$ cat src/core/csd_defines.svh
// Register map, field layout, reset values and timing constants of the counter settings block
`ifndef CSD_DEFINES_SVH
`define CSD_DEFINES_SVH
`define CSD_AW            6
`define CSD_A_CONFIG      6'h00
`define CSD_A_LINK_ADDR   6'h04
`define CSD_A_PRESET1     6'h08
`define CSD_A_BATCH_PRE   6'h0C
`define CSD_A_COUNT       6'h10
`define CSD_A_BATCH       6'h14
`define CSD_A_STATUS      6'h18
`define CSD_A_INT_STAT    6'h1C
`define CSD_A_INT_MASK    6'h20
`define CSD_A_TX_DATA     6'h24
`define CSD_A_RX_DATA     6'h28
`define CSD_CFG_W         9
`define CSD_CFG_RST       9'h054
`define CSD_ADDR_MIN      7'h01
`define CSD_ADDR_MAX      7'h63
`define CSD_ADDR_RST      7'h01
`define CSD_PRESET_RST    17'h0000A
`define CSD_COUNT_MAX     17'h1869F
`define CSD_INT_W         6
`define CSD_INT_REACHED   0
`define CSD_INT_PRESET1   1
`define CSD_INT_RX_READY  2
`define CSD_INT_RX_ERR    3
`define CSD_INT_TX_DONE   4
`define CSD_INT_CTL_RESET 5
`define CSD_PIN_N         8
`define CSD_PIN_A         0
`define CSD_PIN_B         1
`define CSD_PIN_CTL1      2
`define CSD_PIN_CTL2      3
`define CSD_PIN_PGM       4
`define CSD_PIN_SCROLL    5
`define CSD_PIN_RX        6
`define CSD_PIN_BOARD     7
`define CSD_CLK_HZ        10000000
`define CSD_CLK_NS        100
`define CSD_BAUD_1200     1200
`define CSD_BAUD_2400     2400
`define CSD_BAUD_4800     4800
`define CSD_BAUD_9600     9600
`define CSD_HELP_MS       3000
`define CSD_HELP_CYC      ((`CSD_HELP_MS) * (`CSD_CLK_HZ / 1000))
`define CSD_OUT_LAT_NS    75000
`define CSD_OUT_LAT_CYC   (`CSD_OUT_LAT_NS / `CSD_CLK_NS)
`define CSD_LAST_DIGIT    3'h4
`define CSD_FRAME_BITS    4'h9
`define CSD_PROMPT_OFF_CHOICE 1'h0
`define CSD_PARAM_SERIAL  3'h0
`define CSD_PARAM_ADDR    3'h1
`define CSD_PARAM_BAUD    3'h2
`define CSD_PARAM_COLOUR  3'h3
`define CSD_PARAM_LOCK    3'h4
`define CSD_PARAM_HELP    3'h5
`endif

$ cat src/core/csd_pkg.sv
// Types shared by the counter settings block
package csd_pkg;
    typedef enum logic [1:0] {COL_FIXED_RED = 2'h0, COL_FIXED_GREEN = 2'h1,
        COL_GREEN_THEN_RED = 2'h2, RED_THEN_GREEN_CHOICE = 2'h3} csd_colour_type;
    typedef enum logic [1:0] {CNT_SUM = 2'h0, CNT_DIFF = 2'h1, CNT_DIR = 2'h2, CNT_QUAD = 2'h3} csd_cnt_mode_type;
    typedef enum logic [1:0] {BAUD_1200 = 2'h0, BAUD_2400 = 2'h1, BAUD_4800 = 2'h2, BAUD_9600 = 2'h3} csd_baud_type;
    typedef enum logic [3:0] {PS_IDLE = 4'h1, PS_NAME = 4'h2, PS_VALUE = 4'h4, PS_EDIT = 4'h8} csd_panel_state_type;
    typedef struct packed {
        csd_cnt_mode_type cnt_mode;
        logic             help;
        logic             lock;
        csd_colour_type   colour;
        csd_baud_type     baud;
        logic             serial_en;
    } csd_cfg_type;
    typedef struct packed {
        logic       show_name;
        logic       edit_active;
        logic [2:0] edit_digit;
        logic [2:0] param_sel;
        logic [3:0] legend;
    } csd_panel_type;
    typedef struct packed {
        logic out1;
        logic out2;
        logic relay2;
        logic lamp1;
        logic lamp2;
        logic red;
        logic green;
    } csd_front_type;
endpackage

$ cat src/core/csd_top.sv
// Counter settings, display colour, panel prompt and serial link logic
`timescale 1ns/1ps
`include "csd_defines.svh"
//Contract
// - Serial enable setting: none or fitted
// - Link address 1 to 99, default 1
// - Address and speed shown only when link usable
// - Four link speeds, default 4800
// - Frames: start, seven data, even parity, stop
// - Four colour choices; fixed ones never change
// - Green until reached, then red; default
// - Red until reached, then green
// - Preset lock makes presets panel read-only
// - Help on: name, value after 3 s or scroll
// - Help off: value only, one-character legend
// - Drive two-colour display and two lamps
// - Count up to 10 kHz, four modes
// - Control inputs edge-sensitive, answer within 25 ms
// - Input one resets count, two locks out
// - Outputs switch within 75 us
// - Batch reaching preset drives output two
// - Locked presets refuse entering digit edit
module csd_top
#(
    parameter int HELP_CYC = `CSD_HELP_CYC
)
(
    input  wire logic                    mclk,
    input  wire logic                    rst,
    input  wire logic [`CSD_AW-1:0]      reg_addr,
    input  wire logic [31:0]             reg_wdata,
    input  wire logic                    reg_wr,
    input  wire logic                    reg_rd,
    output logic      [31:0]             reg_rdata,
    input  wire logic                    count_a,
    input  wire logic                    count_b,
    input  wire logic                    ctl_in1,
    input  wire logic                    ctl_in2,
    input  wire logic                    key_pgm,
    input  wire logic                    key_scroll,
    input  wire logic                    board_fitted,
    input  wire logic                    ser_rx,
    output logic                         ser_tx,
    output logic                         ser_de_n,
    output logic                         irq,
    output logic      [16:0]             disp_value,
    output csd_pkg::csd_front_type       front,
    output csd_pkg::csd_panel_type       panel
);
    import csd_pkg::*;

    function automatic logic [16:0] wrap_inc(input logic [16:0] v);
        wrap_inc = (v == `CSD_COUNT_MAX) ? 17'h00000 : v + 17'h00001;
    endfunction

    function automatic logic [16:0] wrap_dec(input logic [16:0] v);
        wrap_dec = (v == 17'h00000) ? `CSD_COUNT_MAX : v - 17'h00001;
    endfunction

    function automatic logic [13:0] baud_div(input csd_baud_type s);
        unique case (s)
            BAUD_1200: baud_div = 14'(`CSD_CLK_HZ / `CSD_BAUD_1200 - 1);
            BAUD_2400: baud_div = 14'(`CSD_CLK_HZ / `CSD_BAUD_2400 - 1);
            BAUD_4800: baud_div = 14'(`CSD_CLK_HZ / `CSD_BAUD_4800 - 1);
            BAUD_9600: baud_div = 14'(`CSD_CLK_HZ / `CSD_BAUD_9600 - 1);
        endcase
    endfunction

    logic [`CSD_PIN_N-1:0]   pin_raw;
    logic [`CSD_PIN_N-1:0]   pin_s1;
    logic [`CSD_PIN_N-1:0]   pin_s2;
    logic [`CSD_PIN_N-1:0]   pin_d;
    logic [`CSD_PIN_N-1:0]   pin_rise;
    logic [`CSD_PIN_N-1:0]   pin_fall;
    csd_cfg_type             cfg;
    logic [6:0]              link_addr;
    logic [16:0]             preset1;
    logic [16:0]             batch_preset;
    logic [16:0]             count;
    logic [16:0]             batch;
    logic                    reached;
    logic                    reached_d;
    logic                    preset_hit;
    logic                    cnt_up;
    logic                    cnt_dn;
    logic                    sec_lock;
    logic                    locked;
    logic                    link_active;
    logic                    link_ok;
    logic [`CSD_INT_W-1:0]   int_status;
    logic [`CSD_INT_W-1:0]   int_mask;
    logic [`CSD_INT_W-1:0]   events;
    logic [`CSD_INT_W-1:0]   next_status;
    csd_panel_state_type     pstate;
    logic [2:0]              param;
    logic [24:0]             help_cnt;
    logic [2:0]              digit;
    logic                    tx_busy;
    logic                    tx_start;
    logic                    tx_done;
    logic [8:0]              tx_shift;
    logic [3:0]              tx_bits;
    logic [13:0]             tx_cnt;
    logic                    rx_busy;
    logic [3:0]              rx_bits;
    logic [13:0]             rx_cnt;
    logic [8:0]              rx_shift;
    logic [7:0]              rx_data;
    logic                    rx_ready;
    logic                    rx_err;
    logic [31:0]             rd_mux;
    logic [13:0]             bit_div;

    // Every pin passes two flip-flops before use
    assign pin_raw = {board_fitted, ser_rx, key_scroll, key_pgm, ctl_in2, ctl_in1, count_b, count_a};

    always_ff @(posedge mclk or posedge rst)
        if (rst)
        begin
            pin_s1 <= '0;
            pin_s2 <= '0;
            pin_d  <= '0;
        end
        else
        begin
            pin_s1 <= pin_raw;
            pin_s2 <= pin_s1;
            pin_d  <= pin_s2;
        end

    assign pin_rise = pin_s2 & ~pin_d;
    assign pin_fall = ~pin_s2 & pin_d;
    assign link_active = cfg.serial_en & pin_s2[`CSD_PIN_BOARD];
    assign link_ok = link_active;
    assign bit_div = baud_div(cfg.baud);
    assign locked = cfg.lock | sec_lock;

    // Settings registers written by software
    always_ff @(posedge mclk or posedge rst)
        if (rst)
        begin
            cfg          <= csd_cfg_type'(`CSD_CFG_RST);
            link_addr    <= `CSD_ADDR_RST;
            preset1      <= `CSD_PRESET_RST;
            batch_preset <= `CSD_PRESET_RST;
            int_mask     <= '0;
        end
        else if (reg_wr)
        begin
            unique case (reg_addr)
                `CSD_A_CONFIG:    cfg <= csd_cfg_type'(reg_wdata[`CSD_CFG_W-1:0]);
                `CSD_A_LINK_ADDR:
                    if (reg_wdata[6:0] >= `CSD_ADDR_MIN && reg_wdata[6:0] <= `CSD_ADDR_MAX && reg_wdata[31:7] == '0)
                        link_addr <= reg_wdata[6:0];
                `CSD_A_PRESET1:   preset1 <= reg_wdata[16:0];
                `CSD_A_BATCH_PRE: batch_preset <= reg_wdata[16:0];
                `CSD_A_INT_MASK:  int_mask <= reg_wdata[`CSD_INT_W-1:0];
                default: ;
            endcase
        end

    // Count step from the selected count mode
    always_comb
    begin
        cnt_up = 1'b0;
        cnt_dn = 1'b0;
        unique case (cfg.cnt_mode)
            CNT_SUM:  cnt_up = pin_rise[`CSD_PIN_A] | pin_rise[`CSD_PIN_B];
            CNT_DIFF:
            begin
                cnt_up = pin_rise[`CSD_PIN_A] & ~pin_rise[`CSD_PIN_B];
                cnt_dn = pin_rise[`CSD_PIN_B] & ~pin_rise[`CSD_PIN_A];
            end
            CNT_DIR, CNT_QUAD:
            begin
                cnt_up = pin_rise[`CSD_PIN_A] & ~pin_s2[`CSD_PIN_B];
                cnt_dn = pin_rise[`CSD_PIN_A] & pin_s2[`CSD_PIN_B];
            end
        endcase
    end

    // Count with auto reset at preset one and remote reset on input one
    always_ff @(posedge mclk or posedge rst)
        if (rst)
        begin
            count      <= '0;
            preset_hit <= 1'b0;
        end
        else
        begin
            preset_hit <= 1'b0;
            if (pin_rise[`CSD_PIN_CTL1])
                count <= '0;
            else if (cnt_up && wrap_inc(count) >= preset1)
            begin
                count      <= '0;
                preset_hit <= 1'b1;
            end
            else if (cnt_up)
                count <= wrap_inc(count);
            else if (cnt_dn)
                count <= wrap_dec(count);
        end

    // Batch count and reached condition
    always_ff @(posedge mclk or posedge rst)
        if (rst)
        begin
            batch     <= '0;
            reached_d <= 1'b0;
        end
        else
        begin
            if (preset_hit)
                batch <= wrap_inc(batch);
            reached_d <= reached;
        end

    assign reached = (batch >= batch_preset);

    // Security lockout follows the edges of input two
    always_ff @(posedge mclk or posedge rst)
        if (rst)
            sec_lock <= 1'b0;
        else if (pin_rise[`CSD_PIN_CTL2])
            sec_lock <= 1'b1;
        else if (pin_fall[`CSD_PIN_CTL2])
            sec_lock <= 1'b0;

    // Outputs, lamps and display colour
    always_ff @(posedge mclk or posedge rst)
        if (rst)
        begin
            front      <= '0;
            disp_value <= '0;
        end
        else
        begin
            front.out1   <= preset_hit;
            front.out2   <= reached;
            front.relay2 <= reached;
            front.lamp1  <= preset_hit;
            front.lamp2  <= reached;
            disp_value   <= count;
            unique case (cfg.colour)
                COL_FIXED_RED:         {front.red, front.green} <= 2'h2;
                COL_FIXED_GREEN:       {front.red, front.green} <= 2'h1;
                COL_GREEN_THEN_RED:    {front.red, front.green} <= reached ? 2'h2 : 2'h1;
                RED_THEN_GREEN_CHOICE: {front.red, front.green} <= reached ? 2'h1 : 2'h2;
            endcase
        end

    // Front panel parameter walk and prompt timing
    always_ff @(posedge mclk or posedge rst)
        if (rst)
        begin
            pstate   <= PS_IDLE;
            param    <= `CSD_PARAM_SERIAL;
            help_cnt <= '0;
            digit    <= '0;
        end
        else
        begin
            help_cnt <= (pstate == PS_NAME && !pin_rise[`CSD_PIN_PGM] && !pin_rise[`CSD_PIN_SCROLL])
                ? help_cnt + 25'h0000001 : 25'h0000000;
            unique case (pstate)
                PS_IDLE:
                    if (pin_rise[`CSD_PIN_PGM])
                    begin
                        param  <= `CSD_PARAM_SERIAL;
                        pstate <= (cfg.help == `CSD_PROMPT_OFF_CHOICE) ? PS_VALUE : PS_NAME;
                    end
                PS_NAME, PS_VALUE:
                    if (pin_rise[`CSD_PIN_PGM])
                    begin
                        if (param == `CSD_PARAM_HELP)
                            pstate <= PS_IDLE;
                        else
                        begin
                            if (!link_ok && param == `CSD_PARAM_SERIAL)
                                param <= `CSD_PARAM_COLOUR;
                            else
                                param <= param + 3'h1;
                            pstate <= (cfg.help == `CSD_PROMPT_OFF_CHOICE) ? PS_VALUE : PS_NAME;
                        end
                    end
                    else if (pin_rise[`CSD_PIN_SCROLL])
                    begin
                        digit  <= '0;
                        pstate <= locked ? PS_VALUE : PS_EDIT;
                    end
                    else if (pstate == PS_NAME && help_cnt >= 25'(HELP_CYC - 1))
                        pstate <= PS_VALUE;
                PS_EDIT:
                    if (pin_rise[`CSD_PIN_PGM])
                        pstate <= PS_VALUE;
                    else if (pin_rise[`CSD_PIN_SCROLL])
                        digit <= (digit == `CSD_LAST_DIGIT) ? 3'h0 : digit + 3'h1;
            endcase
        end

    always_ff @(posedge mclk or posedge rst)
        if (rst)
            panel <= '0;
        else
        begin
            panel.show_name   <= (pstate == PS_NAME);
            panel.edit_active <= (pstate == PS_EDIT);
            panel.edit_digit  <= digit;
            panel.param_sel   <= param;
            panel.legend      <= (pstate == PS_IDLE) ? 4'h0 : {1'b0, param} + 4'h1;
        end

    // Serial transmitter: start, seven data, even parity, stop
    assign tx_start = reg_wr && reg_addr == `CSD_A_TX_DATA && link_active && !tx_busy;

    always_ff @(posedge mclk or posedge rst)
        if (rst)
        begin
            tx_busy  <= 1'b0;
            tx_done  <= 1'b0;
            tx_shift <= '1;
            tx_bits  <= '0;
            tx_cnt   <= '0;
            ser_tx   <= 1'b1;
            ser_de_n <= 1'b1;
        end
        else
        begin
            tx_done <= 1'b0;
            if (!link_active)
            begin
                tx_busy  <= 1'b0;
                ser_tx   <= 1'b1;
                ser_de_n <= 1'b1;
            end
            else if (tx_start)
            begin
                tx_busy  <= 1'b1;
                ser_tx   <= 1'b0;
                ser_de_n <= 1'b0;
                tx_shift <= {1'b1, ^reg_wdata[6:0], reg_wdata[6:0]};
                tx_bits  <= `CSD_FRAME_BITS;
                tx_cnt   <= baud_div(cfg.baud);
            end
            else if (tx_busy)
            begin
                if (tx_cnt != 14'h0000)
                    tx_cnt <= tx_cnt - 14'h0001;
                else if (tx_bits != 4'h0)
                begin
                    ser_tx   <= tx_shift[0];
                    tx_shift <= {1'b1, tx_shift[8:1]};
                    tx_bits  <= tx_bits - 4'h1;
                    tx_cnt   <= baud_div(cfg.baud);
                end
                else
                begin
                    tx_busy  <= 1'b0;
                    tx_done  <= 1'b1;
                    ser_de_n <= 1'b1;
                end
            end
        end

    // Serial receiver sampling mid-bit
    always_ff @(posedge mclk or posedge rst)
        if (rst)
        begin
            rx_busy  <= 1'b0;
            rx_bits  <= '0;
            rx_cnt   <= '0;
            rx_shift <= '0;
            rx_data  <= '0;
            rx_ready <= 1'b0;
            rx_err   <= 1'b0;
        end
        else
        begin
            rx_ready <= 1'b0;
            rx_err   <= 1'b0;
            if (!link_active)
                rx_busy <= 1'b0;
            else if (!rx_busy)
            begin
                if (pin_fall[`CSD_PIN_RX])
                begin
                    rx_busy <= 1'b1;
                    rx_bits <= '0;
                    rx_cnt  <= {1'b0, bit_div[13:1]};
                end
            end
            else if (rx_cnt != 14'h0000)
                rx_cnt <= rx_cnt - 14'h0001;
            else
            begin
                rx_cnt <= baud_div(cfg.baud);
                if (rx_bits == 4'h0 && pin_s2[`CSD_PIN_RX])
                    rx_busy <= 1'b0;
                else if (rx_bits == `CSD_FRAME_BITS)
                begin
                    rx_busy  <= 1'b0;
                    rx_data  <= {1'b0, rx_shift[7:1]};
                    rx_ready <= 1'b1;
                    rx_err   <= (^rx_shift[8:1]) | ~pin_s2[`CSD_PIN_RX];
                end
                else
                begin
                    rx_bits <= rx_bits + 4'h1;
                    if (rx_bits != 4'h0)
                        rx_shift <= {pin_s2[`CSD_PIN_RX], rx_shift[8:1]};
                end
            end
        end

    // Interrupt status, set wins over clear
    always_comb
    begin
        events = '0;
        events[`CSD_INT_REACHED]   = reached & ~reached_d;
        events[`CSD_INT_PRESET1]   = preset_hit;
        events[`CSD_INT_RX_READY]  = rx_ready;
        events[`CSD_INT_RX_ERR]    = rx_err;
        events[`CSD_INT_TX_DONE]   = tx_done;
        events[`CSD_INT_CTL_RESET] = pin_rise[`CSD_PIN_CTL1];
        next_status = int_status;
        if (reg_wr && reg_addr == `CSD_A_INT_STAT)
            next_status = next_status & ~reg_wdata[`CSD_INT_W-1:0];
        next_status = next_status | events;
    end

    always_ff @(posedge mclk or posedge rst)
        if (rst)
        begin
            int_status <= '0;
            irq        <= 1'b0;
        end
        else
        begin
            int_status <= next_status;
            irq        <= |(next_status & int_mask);
        end

    // Read data stand one cycle after the strobe
    always_comb
    begin
        rd_mux = '0;
        unique case (reg_addr)
            `CSD_A_CONFIG:    rd_mux[`CSD_CFG_W-1:0] = cfg;
            `CSD_A_LINK_ADDR: rd_mux[6:0] = link_addr;
            `CSD_A_PRESET1:   rd_mux[16:0] = preset1;
            `CSD_A_BATCH_PRE: rd_mux[16:0] = batch_preset;
            `CSD_A_COUNT:     rd_mux[16:0] = count;
            `CSD_A_BATCH:     rd_mux[16:0] = batch;
            `CSD_A_STATUS:    rd_mux[13:0] = {pstate, param, tx_busy, rx_busy, link_active,
                                              pin_s2[`CSD_PIN_BOARD], sec_lock, locked, reached};
            `CSD_A_INT_STAT:  rd_mux[`CSD_INT_W-1:0] = int_status;
            `CSD_A_INT_MASK:  rd_mux[`CSD_INT_W-1:0] = int_mask;
            `CSD_A_RX_DATA:   rd_mux[7:0] = rx_data;
            default:          rd_mux = '0;
        endcase
    end

    always_ff @(posedge mclk or posedge rst)
        if (rst)
            reg_rdata <= '0;
        else
            reg_rdata <= reg_rd ? rd_mux : 32'h00000000;
endmodule

$ cat config.mk
export PLATFORM = sky130hd
export DESIGN_NAME = csd_top
export DESIGN_NICKNAME = d
export VERILOG_FILES = /design/src/core/csd_pkg.sv /design/src/core/csd_top.sv
export VERILOG_INCLUDE_DIRS = /design/src /design/src/core
export SDC_FILE = /design/constraint.sdc
export NUM_CORES = 1
export LEC_CHECK = 0
export ABC_AREA = 1
export BUFFER_PORTS_ARGS = -buffer_cell sky130_fd_sc_hd__clkbuf_2
export CORE_MARGIN = 2
export CORE_UTILIZATION = 55
export CTS_CLUSTER_SIZE = 24
export DETAILED_ROUTE_END_ITERATION = 8
export PLACE_DENSITY = 0.88
export SLEW_MARGIN = 15
export SYNTH_ARGS = -nofsm -noshare
export SYNTH_HDL_FRONTEND = slang
export SYNTH_SLANG_ARGS = --single-unit
$ cat constraint.sdc
create_clock -name mclk -period 8.8 [get_ports mclk]
set_input_delay 0.88 -clock mclk [delete_from_list [all_inputs] [get_ports mclk]]
set_output_delay 0.88 -clock mclk [all_outputs]
set_load 0.02 [all_outputs]
==> metrics.txt, run 1 <==
# TYPE chip_impl_metric gauge
chip_impl_metric{name="postSynth.asyncResetShare",unit=""} 1.00
chip_impl_metric{name="synth-seq-area-share",unit=""} 0.450
chip_impl_metric{name="power.internal",unit="mW"} 2.57
chip_impl_metric{name="initialDrtViolationCount",unit=""} 1556
chip_impl_metric{name="number_of_global_route_vias_before_repair",unit=""} 12868
chip_impl_metric{name="maxCapViolations",unit=""} 0
chip_impl_info{name="critPathTopFamily",value="simple AND/OR/NAND/NOR gates"} 1
chip_impl_metric{name="r2r_slack",unit="ns"} 5.35
chip_impl_metric{name="hold_viol_final",unit=""} 0
chip_impl_metric{name="cts_hold_repair.buffers",unit=""} 0
chip_impl_metric{name="number_of_top_level_pins",unit=""} 121
chip_impl_metric{name="synthXorXnorAreaFrac",unit=""} 0.0316
chip_impl_metric{name="grt_remaining_overflow",unit=""} 0
chip_impl_metric{name="num_antenna_cells",unit=""} 0
chip_impl_info{name="hold_start",value="pin_s1[0]"} 1
chip_impl_info{name="clk_root_buffer_cell",value="sky130_fd_sc_hd__clkbuf_16"} 1
chip_impl_metric{name="finalWorstPathRequiredPeriod",unit="ns"} 3.45
chip_impl_metric{name="clockBufferDepth",unit=""} 3
chip_impl_metric{name="grt_first_pass_wirelength",unit="microns"} 63700
chip_impl_info{name="regToRegEndpoint",value="count[10]"} 1
chip_impl_metric{name="fp-row-count",unit=""} 60
chip_impl_metric{name="clk_slew_on_worst_s_h_paths",unit="ns"} 0.06
chip_impl_metric{name="layout.cells.non_filler",unit=""} 2377
chip_impl_metric{name="cts_post_setup_buffers_inserted",unit=""} 0
chip_impl_metric{name="drcViolationCount",unit=""} 0
chip_impl_metric{name="critical_path.max_fanout",unit=""} 18
chip_impl_metric{name="cp.required",unit="ns"} 9.23
chip_impl_info{name="main_combinational_cell_family_by_area_after_synthesis",value="simple AND/OR/NAND/NOR gates"} 1
chip_impl_metric{name="met1Wirelength",unit="microns"} 15800
chip_impl_metric{name="cts_made_buffers",unit=""} 29
chip_impl_metric{name="synth-edff-count",unit=""} 0
chip_impl_metric{name="avgSynthCellArea",unit="sq um"} 8.05
chip_impl_metric{name="p_seq_frac",unit=""} 0.403
chip_impl_metric{name="clock_sink_count",unit=""} 273
chip_impl_metric{name="detail-route-antenna-nets",unit=""} 0
chip_impl_metric{name="synthesis.area",unit="sq um"} 15200
chip_impl_metric{name="gp_congestion",unit=""} 0.962
chip_impl_metric{name="floorplan.initialDensity",unit=""} 0.562
chip_impl_info{name="clock_tree_from_tritoncts",value="done"} 1
chip_impl_info{name="grt_setup_unrepaired",value="no"} 1
chip_impl_info{name="top_layer",value="met4"} 1
chip_impl_metric{name="fill_cells",unit=""} 2292
chip_impl_info{name="crit_path_start_kind",value="flip-flop"} 1
chip_impl_metric{name="die-width",unit="microns"} 170
chip_impl_info{name="cpMaxStageDelayCell",value="sky130_fd_sc_hd__dfrtp_1"} 1
chip_impl_metric{name="synth_compound_gate_area_share",unit=""} 0.129
chip_impl_metric{name="design.final.nets",unit=""} 2088
chip_impl_metric{name="synth_warnings",unit=""} 0
chip_impl_metric{name="detailedRoute.firstPassIterationCount",unit=""} 9
chip_impl_metric{name="yosys.area_share.simple",unit=""} 0.250
chip_impl_metric{name="synth_largest_type_area_fraction",unit=""} 0.417
chip_impl_metric{name="synthAdderAreaFrac",unit=""} 0.0460
chip_impl_metric{name="drt-total-wl",unit="microns"} 39100
chip_impl_metric{name="setup_viol_count_final",unit=""} 0
chip_impl_metric{name="p_per_area",unit="nW/um^2"} 238
chip_impl_info{name="critical_path.cell_chain",value="ha_1 -> nand2_1 -> nor2_4 -> nand2_2 -> inv_2 -> nand2_1 -> nor2_2 -> nand3_1 -> nand3_1 -> inv_1 -> ha_1 -> nand2_1 -> inv_1 -> nand3_1 -> nor2_1 -> nand4_1 -> nand4_1 -> nand2_1 -> nand3_1 -> o21ai_0"} 1
chip_impl_info{name="worst_setup_end_kind",value="flip-flop"} 1
chip_impl_metric{name="num_vias",unit=""} 13445
chip_impl_info{name="synth_top_flop_cell",value="sky130_fd_sc_hd__dfrtp_1"} 1
chip_impl_metric{name="met3_length",unit="microns"} 3140
chip_impl_metric{name="layout-drive-gt1-share",unit=""} 0.139
chip_impl_info{name="beginning_of_the_worst_register_to_register_path",value="count[0]"} 1
chip_impl_info{name="hold_path.class",value="reg -> reg"} 1
chip_impl_metric{name="unique_masters_post_synth",unit=""} 60
chip_impl_metric{name="critPathMaxStageDelay",unit="ns"} 0.46
chip_impl_metric{name="dpl_cell_area",unit="sq um"} 15900
chip_impl_metric{name="maximum_number_of_pins_on_one_net_before_global_route_repair",unit=""} 121
chip_impl_info{name="ys_top_cells_by_area",value="sky130_fd_sc_hd__dfrtp_1, sky130_fd_sc_hd__nand2_1, sky130_fd_sc_hd__inv_1"} 1
chip_impl_metric{name="netSwitchingPower",unit="mW"} 1.47
chip_impl_metric{name="grt.total_usage",unit=""} 0.272
chip_impl_metric{name="cts.repair.resized",unit=""} 0
chip_impl_metric{name="initial_antenna_violation_count",unit=""} 0
chip_impl_metric{name="timing.final.crit_share",unit=""} 0.392
chip_impl_metric{name="post_drt_wl_per_cell",unit="microns"} 16.5
chip_impl_metric{name="critical_path_depth",unit=""} 20
chip_impl_metric{name="synth_mux_area_frac",unit=""} 0
chip_impl_info{name="synth_top_area_cell",value="sky130_fd_sc_hd__dfrtp_1"} 1
chip_impl_metric{name="max-slew-margin-rel",unit=""} 0.293
chip_impl_metric{name="post_drt_via_cell_ratio",unit=""} 5.66
chip_impl_metric{name="flop_and_latch_count_out_of_synthesis",unit=""} 273
chip_impl_metric{name="worstHoldPathCells",unit=""} 0
chip_impl_metric{name="die_height",unit="microns"} 170
chip_impl_metric{name="synthesis.instances",unit=""} 1892
chip_impl_info{name="min_to",value="pin_s2[0]"} 1
chip_impl_metric{name="fin_setup_tns",unit="ns"} 0
chip_impl_metric{name="die-area",unit="sq um"} 29100
chip_impl_metric{name="r2r_cells",unit=""} 20
chip_impl_metric{name="worst-slew-pin-transition",unit="ns"} 1.06
chip_impl_metric{name="syn2layout_area_growth",unit="%"} 11.1
chip_impl_metric{name="timing.final.max_slew_violations",unit=""} 0
chip_impl_metric{name="critPathArrivalTime",unit="ns"} 3.88
chip_impl_metric{name="dp_hpwl",unit="microns"} 28600
chip_impl_metric{name="clock_network_latency_to_the_later_pin_of_the_worst_skew_pair",unit="ns"} 0.56
chip_impl_metric{name="vdd_ir_drop_max",unit="mV"} 0.181
chip_impl_metric{name="pwr-share-clk",unit=""} 0.314
chip_impl_info{name="outcome",value="finished, final reports clean"} 1
chip_impl_info{name="worstSetupPathType",value="reg -> reg"} 1
chip_impl_metric{name="route.met2.wl",unit="microns"} 18800
chip_impl_metric{name="total_leakage_power",unit="nW"} 8.18
chip_impl_metric{name="design_area",unit="sq um"} 16900
chip_impl_metric{name="cp.buffers_inverters",unit=""} 3
chip_impl_metric{name="fin_hold_ws",unit="ns"} 0.349
chip_impl_metric{name="place_inst",unit=""} 2323
chip_impl_metric{name="core",unit="sq um"} 27100
chip_impl_metric{name="clock_h_tree_levels",unit=""} 1
chip_impl_metric{name="power.switching_fraction",unit=""} 0.364
chip_impl_metric{name="power.combinational.fraction",unit=""} 0.283
chip_impl_metric{name="portBuffers",unit=""} 105
chip_impl_metric{name="clock-skew-final",unit="ns"} 0.0150
chip_impl_metric{name="fmaxAchievable",unit="GHz"} 0.290
[metrics by stage]
stage          worst slack, ns   util  total power [mW]
2_1_floorplan            0.428      -              2.45
3_3_place_gp              5.64  0.588              2.73
3_5_place_dp              5.48  0.588              2.77
4_1_cts                   5.41  0.625              4.04
5_1_grt                   5.08  0.625              4.26
6_report                  5.35  0.625              4.04
[layout make-up]
cell class | count | area [sq um] | area share
Multi-Input combinational cell | 1295 | 7020 | 0.414
Sequential cell | 273 | 6860 | 0.405
Inverter | 276 | 1050 | 0.0620
Clock buffer | 42 | 855 | 0.0505
Timing Repair Buffer | 107 | 541 | 0.0319
Tap cell | 372 | 465 | 0.0275
Clock inverter | 12 | 149 | 0.00879
[synthesized netlist by cell type (all sizes together) (2+ instances only)]
cell type  number
nand2         403
inv           275
dfrtp         254
nor2          196
o21ai         181
nand3         102
a21oi          89
ha             56
nand4          54
buf            46
nor3           45
xor2           41
o22ai          27
dfstp          19
clkbuf         16
nor4           14
xnor2          14
a22oi           9
a211oi          7
o211ai          6
or2             5
a21boi          4
a221oi          4
a31oi           4
o21bai          4
nand3b          3
nor3b           2
o2111ai         2
[worst max-delay path by stage]
stage | startpoint | end | slack, ns
3_3_place_gp | count[0] | count[16] | 5.64
2_1_floorplan | rst | batch[0] | 0.43
4_1_cts | count[0] | count[10] | 5.41
5_1_grt | count[0] | count[10] | 5.08
3_5_place_dp | count[0] | count[10] | 5.48
6_report | count[0] | count[10] | 5.35
[power by group through the flow]
stage	registers [mW]	logic (mW)	clock network [mW]
global route	1.65	1.29	1.33
CTS	1.62	1.13	1.28
finish	1.63	1.14	1.27
global placement	1.64	1.09	0
detailed placement	1.64	1.12	0
floorplan	1.62	0.830	0
[cells by family after synthesis]
| logic type | after synthesis |
|---|---|
| simple gates | 826 |
| compound gates | 343 |
| buf+inv | 338 |
| flops | 273 |
| fa+ha+maj | 56 |
| xor+xnor | 55 |
| other cells | 1 |
[layer usage]
| metal | up-vias | track usage |
|---|---|---|
| met5 | - | 0 |
| met4 | 0 | 0.0933 |
| met3 | 112 | 0.0453 |
| met2 | 609 | 0.458 |
| met1 | 6365 | 0.357 |
| li1 | 6359 | - |
[layout by cell type, fill, tap and decap left out, types with 6 or more instances in the layout]
master and instances:
sky130_fd_sc_hd__nand2_1 393, sky130_fd_sc_hd__dfrtp_1 254, sky130_fd_sc_hd__inv_1 253, sky130_fd_sc_hd__nor2_1 171
sky130_fd_sc_hd__o21ai_0 129, sky130_fd_sc_hd__clkbuf_2 105, sky130_fd_sc_hd__nand3_1 96, sky130_fd_sc_hd__a21oi_1 85
sky130_fd_sc_hd__ha_1 56, sky130_fd_sc_hd__nand4_1 50, sky130_fd_sc_hd__xor2_1 41, sky130_fd_sc_hd__o21ai_1 39
sky130_fd_sc_hd__nor3_1 34, sky130_fd_sc_hd__clkbuf_16 29, sky130_fd_sc_hd__o22ai_1 27, sky130_fd_sc_hd__inv_2 19
sky130_fd_sc_hd__dfstp_2 19, sky130_fd_sc_hd__nor2_2 16, sky130_fd_sc_hd__conb_1 15, sky130_fd_sc_hd__nor4_1 14
sky130_fd_sc_hd__xnor2_1 14, sky130_fd_sc_hd__o21ai_2 13, sky130_fd_sc_hd__nor2_4 9, sky130_fd_sc_hd__a22oi_1 9
sky130_fd_sc_hd__nand2_2 8, sky130_fd_sc_hd__clkbuf_8 8, sky130_fd_sc_hd__a211oi_1 7, sky130_fd_sc_hd__clkinv_2 6
sky130_fd_sc_hd__nor3_2 6
[registers in the layout (all words and copies together) (netlist names), 9 cells and up]
signal / count
help_cnt: 25
batch_preset: 17
preset1: 17
tx_cnt: 14
rx_cnt: 14
disp_value: 17
panel: 12
batch: 17
count: 17
reg_rdata: 17
cfg: 9
No activity file was read; power rests on OpenSTA's default activity.
==> inputs of run 2 (changes only) <==
CORE_UTILIZATION = 60   (was 55)
PLACE_DENSITY = 0.91   (was 0.88)
clock period = 3.3 ns   (was 8.8 ns; I/O delays follow)
==> run 2 against run 1 <==
Design area is 1.6% higher; largest power group unchanged; cell count is 0.84% lower; critical endpoint unchanged; register-to-register slack worse by 5.1 ns.
==> metrics.txt, run 2 (synthesis results as in run 1) <==
# TYPE chip_impl_metric gauge
chip_impl_info{name="outcome",value="finished, final reports clean"} 1
chip_impl_metric{name="max-slew-margin-rel",unit=""} 0.324
chip_impl_metric{name="detail-route-antenna-nets",unit=""} 0
chip_impl_metric{name="num_vias",unit=""} 13714
chip_impl_metric{name="fmaxAchievable",unit="GHz"} 0.332
chip_impl_metric{name="maximum_number_of_pins_on_one_net_before_global_route_repair",unit=""} 105
chip_impl_info{name="worst_setup_end_kind",value="flip-flop"} 1
chip_impl_metric{name="post_drt_via_cell_ratio",unit=""} 5.82
chip_impl_metric{name="maxCapViolations",unit=""} 0
chip_impl_metric{name="worstHoldPathCells",unit=""} 3
chip_impl_metric{name="core",unit="sq um"} 25000
chip_impl_metric{name="grt_first_pass_wirelength",unit="microns"} 64800
chip_impl_metric{name="cp.required",unit="ns"} 3.72
chip_impl_metric{name="floorplan.initialDensity",unit=""} 0.609
chip_impl_metric{name="clock_network_latency_to_the_later_pin_of_the_worst_skew_pair",unit="ns"} 0.57
chip_impl_metric{name="critical_path.max_fanout",unit=""} 9
chip_impl_metric{name="fp-row-count",unit=""} 58
chip_impl_metric{name="vdd_ir_drop_max",unit="mV"} 0.574
chip_impl_metric{name="r2r_cells",unit=""} 21
chip_impl_metric{name="grt_remaining_overflow",unit=""} 0
chip_impl_metric{name="dpl_cell_area",unit="sq um"} 16000
chip_impl_metric{name="multi_input_combinational_cell_area",unit="sq um"} 7020
chip_impl_metric{name="layout.cells.non_filler",unit=""} 2357
chip_impl_metric{name="finalWorstPathRequiredPeriod",unit="ns"} 3.01
chip_impl_metric{name="design.final.nets",unit=""} 2110
chip_impl_metric{name="fin_setup_tns",unit="ns"} 0
chip_impl_metric{name="timing.final.crit_share",unit=""} 0.913
chip_impl_metric{name="detailedRoute.firstPassIterationCount",unit=""} 6
chip_impl_metric{name="number_of_top_level_pins",unit=""} 121
chip_impl_metric{name="num_antenna_cells",unit=""} 0
chip_impl_info{name="clock_tree_from_tritoncts",value="done"} 1
chip_impl_metric{name="drt-total-wl",unit="microns"} 40100
chip_impl_metric{name="cts_made_buffers",unit=""} 29
chip_impl_metric{name="setup_viol_count_final",unit=""} 0
chip_impl_metric{name="cts_post_setup_buffers_inserted",unit=""} 0
chip_impl_metric{name="syn2layout_area_growth",unit="%"} 12.9
chip_impl_metric{name="die-area",unit="sq um"} 26700
chip_impl_metric{name="initial_antenna_violation_count",unit=""} 0
chip_impl_metric{name="initialDrtViolationCount",unit=""} 1550
chip_impl_metric{name="timing.final.max_slew_violations",unit=""} 0
chip_impl_info{name="grt_setup_unrepaired",value="no"} 1
chip_impl_metric{name="clock_sink_count",unit=""} 273
chip_impl_metric{name="die_height",unit="microns"} 163
chip_impl_metric{name="total_leakage_power",unit="nW"} 8.33
chip_impl_metric{name="gp_congestion",unit=""} 0.950
chip_impl_metric{name="number_of_flip_flops_under_the_largest_register_name",unit=""} 25
chip_impl_info{name="layout.cells.most_common_list",value="sky130_fd_sc_hd__nand2_1, sky130_fd_sc_hd__inv_1, sky130_fd_sc_hd__dfrtp_1"} 1
chip_impl_info{name="clk_root_buffer_cell",value="sky130_fd_sc_hd__clkbuf_16"} 1
chip_impl_metric{name="design_area",unit="sq um"} 17200
chip_impl_info{name="top_register",value="help_cnt"} 1
chip_impl_info{name="hold_path.class",value="in -> reg"} 1
chip_impl_metric{name="grt.total_usage",unit=""} 0.302
chip_impl_metric{name="die-width",unit="microns"} 163
chip_impl_metric{name="clock-skew-final",unit="ns"} 0.0199
chip_impl_metric{name="area.sequential",unit="sq um"} 6860
chip_impl_metric{name="clockBufferDepth",unit=""} 3
chip_impl_info{name="final_common_cell",value="sky130_fd_sc_hd__nand2_1"} 1
chip_impl_metric{name="fill_cells",unit=""} 1932
chip_impl_metric{name="fin_hold_ws",unit="ns"} 0.0353
chip_impl_metric{name="portBuffers",unit=""} 105
chip_impl_metric{name="hold_viol_final",unit=""} 0
chip_impl_info{name="crit_path_start_kind",value="flip-flop"} 1
chip_impl_metric{name="worst-slew-pin-transition",unit="ns"} 1.01
chip_impl_metric{name="number_of_global_route_vias_before_repair",unit=""} 13083
chip_impl_metric{name="layout-drive-gt1-share",unit=""} 0.145
chip_impl_metric{name="post_drt_wl_per_cell",unit="microns"} 17.0
chip_impl_metric{name="critPathArrivalTime",unit="ns"} 3.43
chip_impl_info{name="worstSetupPathType",value="reg -> reg"} 1
chip_impl_metric{name="clock_h_tree_levels",unit=""} 1
chip_impl_metric{name="place_inst",unit=""} 2292
chip_impl_metric{name="drcViolationCount",unit=""} 0
chip_impl_metric{name="clk_slew_on_worst_s_h_paths",unit="ns"} 0.06
chip_impl_metric{name="p_per_area",unit="nW/um^2"} 649
chip_impl_metric{name="dp_hpwl",unit="microns"} 29100
## run 2: cell count changes in the layout (fill, tap and decap cells not counted), sizes merged
cell,delta
bufinv,+4
dlygate4sd3,+11
inv,-2
buf,+11
clkinvlp,+2
clkbuf,-4
## run 2: critical path, cell delays in order (launching register included)
cell                      delay (ns)
sky130_fd_sc_hd__dfrtp_2        0.42
sky130_fd_sc_hd__ha_1           0.20
sky130_fd_sc_hd__nand2_1        0.11
sky130_fd_sc_hd__nor2_4         0.19
sky130_fd_sc_hd__nand2_2        0.11
sky130_fd_sc_hd__inv_2          0.06
sky130_fd_sc_hd__nand2_1        0.08
sky130_fd_sc_hd__nor2_2         0.13
sky130_fd_sc_hd__nand3_1        0.11
sky130_fd_sc_hd__nand3_1        0.13
sky130_fd_sc_hd__inv_1          0.05
sky130_fd_sc_hd__ha_1           0.28
sky130_fd_sc_hd__nand2_1        0.06
sky130_fd_sc_hd__inv_1          0.09
sky130_fd_sc_hd__nand3_1        0.07
sky130_fd_sc_hd__nor2_1         0.14
sky130_fd_sc_hd__nand4_1        0.09
sky130_fd_sc_hd__nand4_1        0.10
sky130_fd_sc_hd__nand2_1        0.07
sky130_fd_sc_hd__buf_4          0.19
sky130_fd_sc_hd__nand3_1        0.08
sky130_fd_sc_hd__o21ai_0        0.10
## run 2: repair_timing
item,in CTS,in global routing
hold endpoints to repair,17,0
setup endpoints to repair,0,5
hold buffers,11,0
resized for setup,0,2
## run 2: layout make-up
class / instances / share of cell area
Tap cell: 330 / 0.0240
Clock buffer: 38 / 0.0476
Clock inverter: 16 / 0.0164
Sequential cell: 273 / 0.399
Inverter: 276 / 0.0608
Timing Repair Buffer: 129 / 0.0448
Multi-Input combinational cell: 1295 / 0.408
## run 2: final timing paths
| path | to | start | slack, ns |
|---|---|---|---|
| setup / recovery | count[10] | count[0] | 0.29 |
| hold / removal | int_mask[4] | reg_wdata[4] | 0.04 |
| setup reg to reg | count[10] | count[0] | 0.29 |
| hold reg to reg | pin_s2[0] | pin_s1[0] | 0.35 |
| max in group asynchronous | count[9] | rst | 2.18 |
| min in group asynchronous | rx_cnt[6] | rst | 0.28 |
## run 2: metal layers
layer  wire [microns]  vias up  part of all wire  track usage
li1                 -     6394                 -            -
met1            16300     6503              0.41        0.399
met2            19000      681              0.47        0.494
met3             2980      136             0.074       0.0467
met4             1850        0             0.046        0.139
met5                0        -                 0            0
## run 2: metrics by stage
| step | util | power, mW | setup WS, ns |
|---|---|---|---|
| floorplan | - | 6.54 | -0.624 |
| global placement | 0.639 | 7.33 | 0.490 |
| detailed placement | 0.639 | 7.44 | 0.318 |
| CTS | 0.687 | 11.2 | 0.287 |
| global route | 0.687 | 11.8 | 0.0214 |
| finish | 0.687 | 11.2 | 0.288 |
## run 2: report_power, final
group | internal (mW) | switching (mW)
registers | 3.82 | 0.506
clock network | 2.30 | 1.37
logic | 1.06 | 2.10
==> inputs of run 3 (changes only) <==
--- a/config.mk
+++ b/config.mk
@@ -14,4 +14,5 @@
 export DETAILED_ROUTE_END_ITERATION = 8
 export PLACE_DENSITY = 0.91
+export REMOVE_ABC_BUFFERS = 1
 export SLEW_MARGIN = 15
 export SYNTH_ARGS = -nofsm -noshare
==> constraint.sdc (replaced) <==
create_clock -name mclk -period 3.3 [get_ports mclk]
set_input_delay 0.165 -clock mclk [delete_from_list [all_inputs] [get_ports mclk]]
set_output_delay 0.165 -clock mclk [all_outputs]
set_load 0.02 [all_outputs]
==> run 3 against run 2 <==
Maximum frequency rose by 0.37%; routed wire length grew 1.8%; critical path depth fell by 4.
==> metrics.txt, run 3 (synthesis results as in run 1) <==
# TYPE chip_impl_metric gauge
chip_impl_info{name="crit_path_start_kind",value="flip-flop"} 1
chip_impl_metric{name="drcViolationCount",unit=""} 0
chip_impl_info{name="worstSetupPathType",value="reg -> reg"} 1
chip_impl_info{name="clk_root_buffer_cell",value="sky130_fd_sc_hd__clkbuf_16"} 1
chip_impl_metric{name="fill_cells",unit=""} 1979
chip_impl_metric{name="clock-skew-final",unit="ns"} 0.0169
chip_impl_metric{name="r2r_cells",unit=""} 17
chip_impl_info{name="hold_path.class",value="in -> reg"} 1
chip_impl_metric{name="design.final.nets",unit=""} 2128
chip_impl_metric{name="drt-total-wl",unit="microns"} 40800
chip_impl_metric{name="final_critical_path_setup_slack",unit="ns"} 0.299
chip_impl_metric{name="clk_slew_on_worst_s_h_paths",unit="ns"} 0.07
chip_impl_info{name="clock_tree_from_tritoncts",value="done"} 1
chip_impl_metric{name="grt_remaining_overflow",unit=""} 0
chip_impl_info{name="critical_path.startpoint",value="count[11]"} 1
chip_impl_metric{name="clockBufferDepth",unit=""} 3
chip_impl_info{name="outcome",value="finished, final reports clean"} 1
chip_impl_info{name="grt_setup_unrepaired",value="no"} 1
chip_impl_info{name="hold_start",value="reg_wdata[6]"} 1
chip_impl_metric{name="setup_viol_count_final",unit=""} 0
chip_impl_metric{name="vdd_ir_drop_max",unit="mV"} 0.498
chip_impl_metric{name="number_of_global_route_vias_before_repair",unit=""} 13166
chip_impl_info{name="final_common_cell",value="sky130_fd_sc_hd__nand2_1"} 1
chip_impl_metric{name="timing.final.crit_share",unit=""} 0.909
chip_impl_metric{name="detail-route-antenna-nets",unit=""} 0
chip_impl_metric{name="r2r_slack",unit="ns"} 0.30
chip_impl_metric{name="initial_antenna_violation_count",unit=""} 0
chip_impl_metric{name="power.total",unit="mW"} 11.1
chip_impl_metric{name="finalWorstPathRequiredPeriod",unit="ns"} 3.00
chip_impl_metric{name="area.sequential",unit="sq um"} 6860
chip_impl_metric{name="worst-slew-pin-transition",unit="ns"} 0.997
chip_impl_metric{name="initialDrtViolationCount",unit=""} 1517
chip_impl_metric{name="die_height",unit="microns"} 163
chip_impl_metric{name="critPathArrivalTime",unit="ns"} 3.46
chip_impl_metric{name="fmaxAchievable",unit="GHz"} 0.333
chip_impl_info{name="worst_setup_end_kind",value="flip-flop"} 1
chip_impl_metric{name="place_worst_setup_slack",unit="ns"} 0.303
chip_impl_metric{name="post_drt_via_cell_ratio",unit=""} 5.73
chip_impl_metric{name="fp-row-count",unit=""} 58
chip_impl_metric{name="cts_made_buffers",unit=""} 30
chip_impl_metric{name="dpl_cell_area",unit="sq um"} 16000
chip_impl_metric{name="num_antenna_cells",unit=""} 0
chip_impl_metric{name="worstHoldPathCells",unit=""} 3
chip_impl_metric{name="multi_input_combinational_cell_area",unit="sq um"} 7020
chip_impl_metric{name="grt.total_usage",unit=""} 0.311
chip_impl_metric{name="gp_congestion",unit=""} 0.932
chip_impl_metric{name="die-width",unit="microns"} 163
chip_impl_metric{name="maximum_number_of_pins_on_one_net_before_global_route_repair",unit=""} 112
chip_impl_metric{name="clock_sink_count",unit=""} 273
chip_impl_metric{name="fin_setup_tns",unit="ns"} 0
chip_impl_info{name="layout.cells.most_common_list",value="sky130_fd_sc_hd__nand2_1, sky130_fd_sc_hd__inv_1, sky130_fd_sc_hd__dfrtp_1"} 1
chip_impl_metric{name="clock_h_tree_levels",unit=""} 1
chip_impl_metric{name="maxCapViolations",unit=""} 0
chip_impl_metric{name="number_of_top_level_pins",unit=""} 121
chip_impl_info{name="min_to",value="link_addr[6]"} 1
chip_impl_metric{name="syn2layout_area_growth",unit="%"} 13.7
chip_impl_info{name="beginning_of_the_worst_register_to_register_path",value="count[11]"} 1
chip_impl_metric{name="die-area",unit="sq um"} 26700
chip_impl_metric{name="place_inst",unit=""} 2290
chip_impl_metric{name="max-slew-margin-rel",unit=""} 0.334
chip_impl_metric{name="floorplan.initialDensity",unit=""} 0.609
chip_impl_info{name="regToRegEndpoint",value="count[6]"} 1
chip_impl_metric{name="clock_network_latency_to_the_later_pin_of_the_worst_skew_pair",unit="ns"} 0.57
chip_impl_metric{name="cp.required",unit="ns"} 3.76
chip_impl_metric{name="dp_hpwl",unit="microns"} 29600
chip_impl_metric{name="post_drt_wl_per_cell",unit="microns"} 17.2
chip_impl_metric{name="p_per_area",unit="nW/um^2"} 638
chip_impl_info{name="top_register",value="help_cnt"} 1
chip_impl_metric{name="total_leakage_power",unit="nW"} 8.37
chip_impl_metric{name="timing.final.max_slew_violations",unit=""} 0
chip_impl_metric{name="critical_path.max_fanout",unit=""} 18
chip_impl_metric{name="number_of_flip_flops_under_the_largest_register_name",unit=""} 25
chip_impl_metric{name="layout.cells.non_filler",unit=""} 2376
chip_impl_metric{name="num_vias",unit=""} 13625
chip_impl_metric{name="hold_viol_final",unit=""} 0
chip_impl_metric{name="design_area",unit="sq um"} 17300
chip_impl_metric{name="layout-drive-gt1-share",unit=""} 0.147
chip_impl_metric{name="core",unit="sq um"} 25000
chip_impl_metric{name="portBuffers",unit=""} 105
chip_impl_metric{name="grt_first_pass_wirelength",unit="microns"} 66500
chip_impl_metric{name="detailedRoute.firstPassIterationCount",unit=""} 6
==> run 3: routing by layer <==
metal  global-route usage  share of wire  up-vias
li1                     -              -     6422
met1                0.420           0.41     6448
met2                0.506           0.47      641
met3               0.0462          0.079      114
met4                0.130          0.043        0
met5                    0              0        -
==> run 3: what timing repair did <==
action / 4_1_cts / 5_1_grt
resized for setup: 0 / 3
endpoints found under the hold margin: 138 / 0
endpoints found under the setup margin: 0 / 18
hold buffers: 26 / 0
buffers inserted: 0 / 4
==> run 3: worst max-delay path by stage <==
stage                           end  depth (start not counted)
final                      count[6]                         17
after CTS                  count[6]                         17
after global placement    count[10]                         21
after global routing       count[6]                         21
after floorplan            batch[0]                          1
after detailed placement  count[10]                         17
==> run 3: layout make-up <==
class,instances,share of cell area
clock buffers,37,0.0483
clock inverters,19,0.0121
inverters,276,0.0606
flip-flops and latches,273,0.396
multi-input cells,1295,0.405
well taps,330,0.0238
repair buffers,146,0.0540
==> run 3: where the power goes <==
| group | leakage, nW | internal [mW] | switching (mW) | total, mW |
|---|---|---|---|---|
| combinational | 4.39 | 1.10 | 2.16 | 3.26 |
| clock | 0.493 | 2.04 | 1.42 | 3.47 |
| sequential | 3.48 | 3.82 | 0.510 | 4.33 |
| total | 8.37 | 6.96 | 4.09 | 11.1 |
==> run 3: worst max-delay path, stage by stage, from the launching register on <==
cell and delay (ns):
sky130_fd_sc_hd__dfrtp_1 0.66, sky130_fd_sc_hd__nor2_1 0.18, sky130_fd_sc_hd__nand2_1 0.10, sky130_fd_sc_hd__inv_1 0.08, sky130_fd_sc_hd__nand3_1 0.20, sky130_fd_sc_hd__inv_1 0.10
sky130_fd_sc_hd__nor3b_2 0.23, sky130_fd_sc_hd__ha_1 0.29, sky130_fd_sc_hd__nand2_1 0.10, sky130_fd_sc_hd__nor2_1 0.05, sky130_fd_sc_hd__o21ai_0 0.22, sky130_fd_sc_hd__nand2_1 0.09
sky130_fd_sc_hd__nand2_1 0.06, sky130_fd_sc_hd__nand4_1 0.07, sky130_fd_sc_hd__nand2_1 0.11, sky130_fd_sc_hd__buf_12 0.17, sky130_fd_sc_hd__nand3_1 0.08, sky130_fd_sc_hd__o21ai_0 0.10
==> run 3: through the flow <==
stage / utilization / hold WS, ns
2_1_floorplan: - / 0.196
3_3_place_gp: 0.638 / 0.273
3_5_place_dp: 0.638 / 0.275
4_1_cts: 0.690 / 0.00647
5_1_grt: 0.692 / 0.0307
6_report: 0.692 / 0.0511
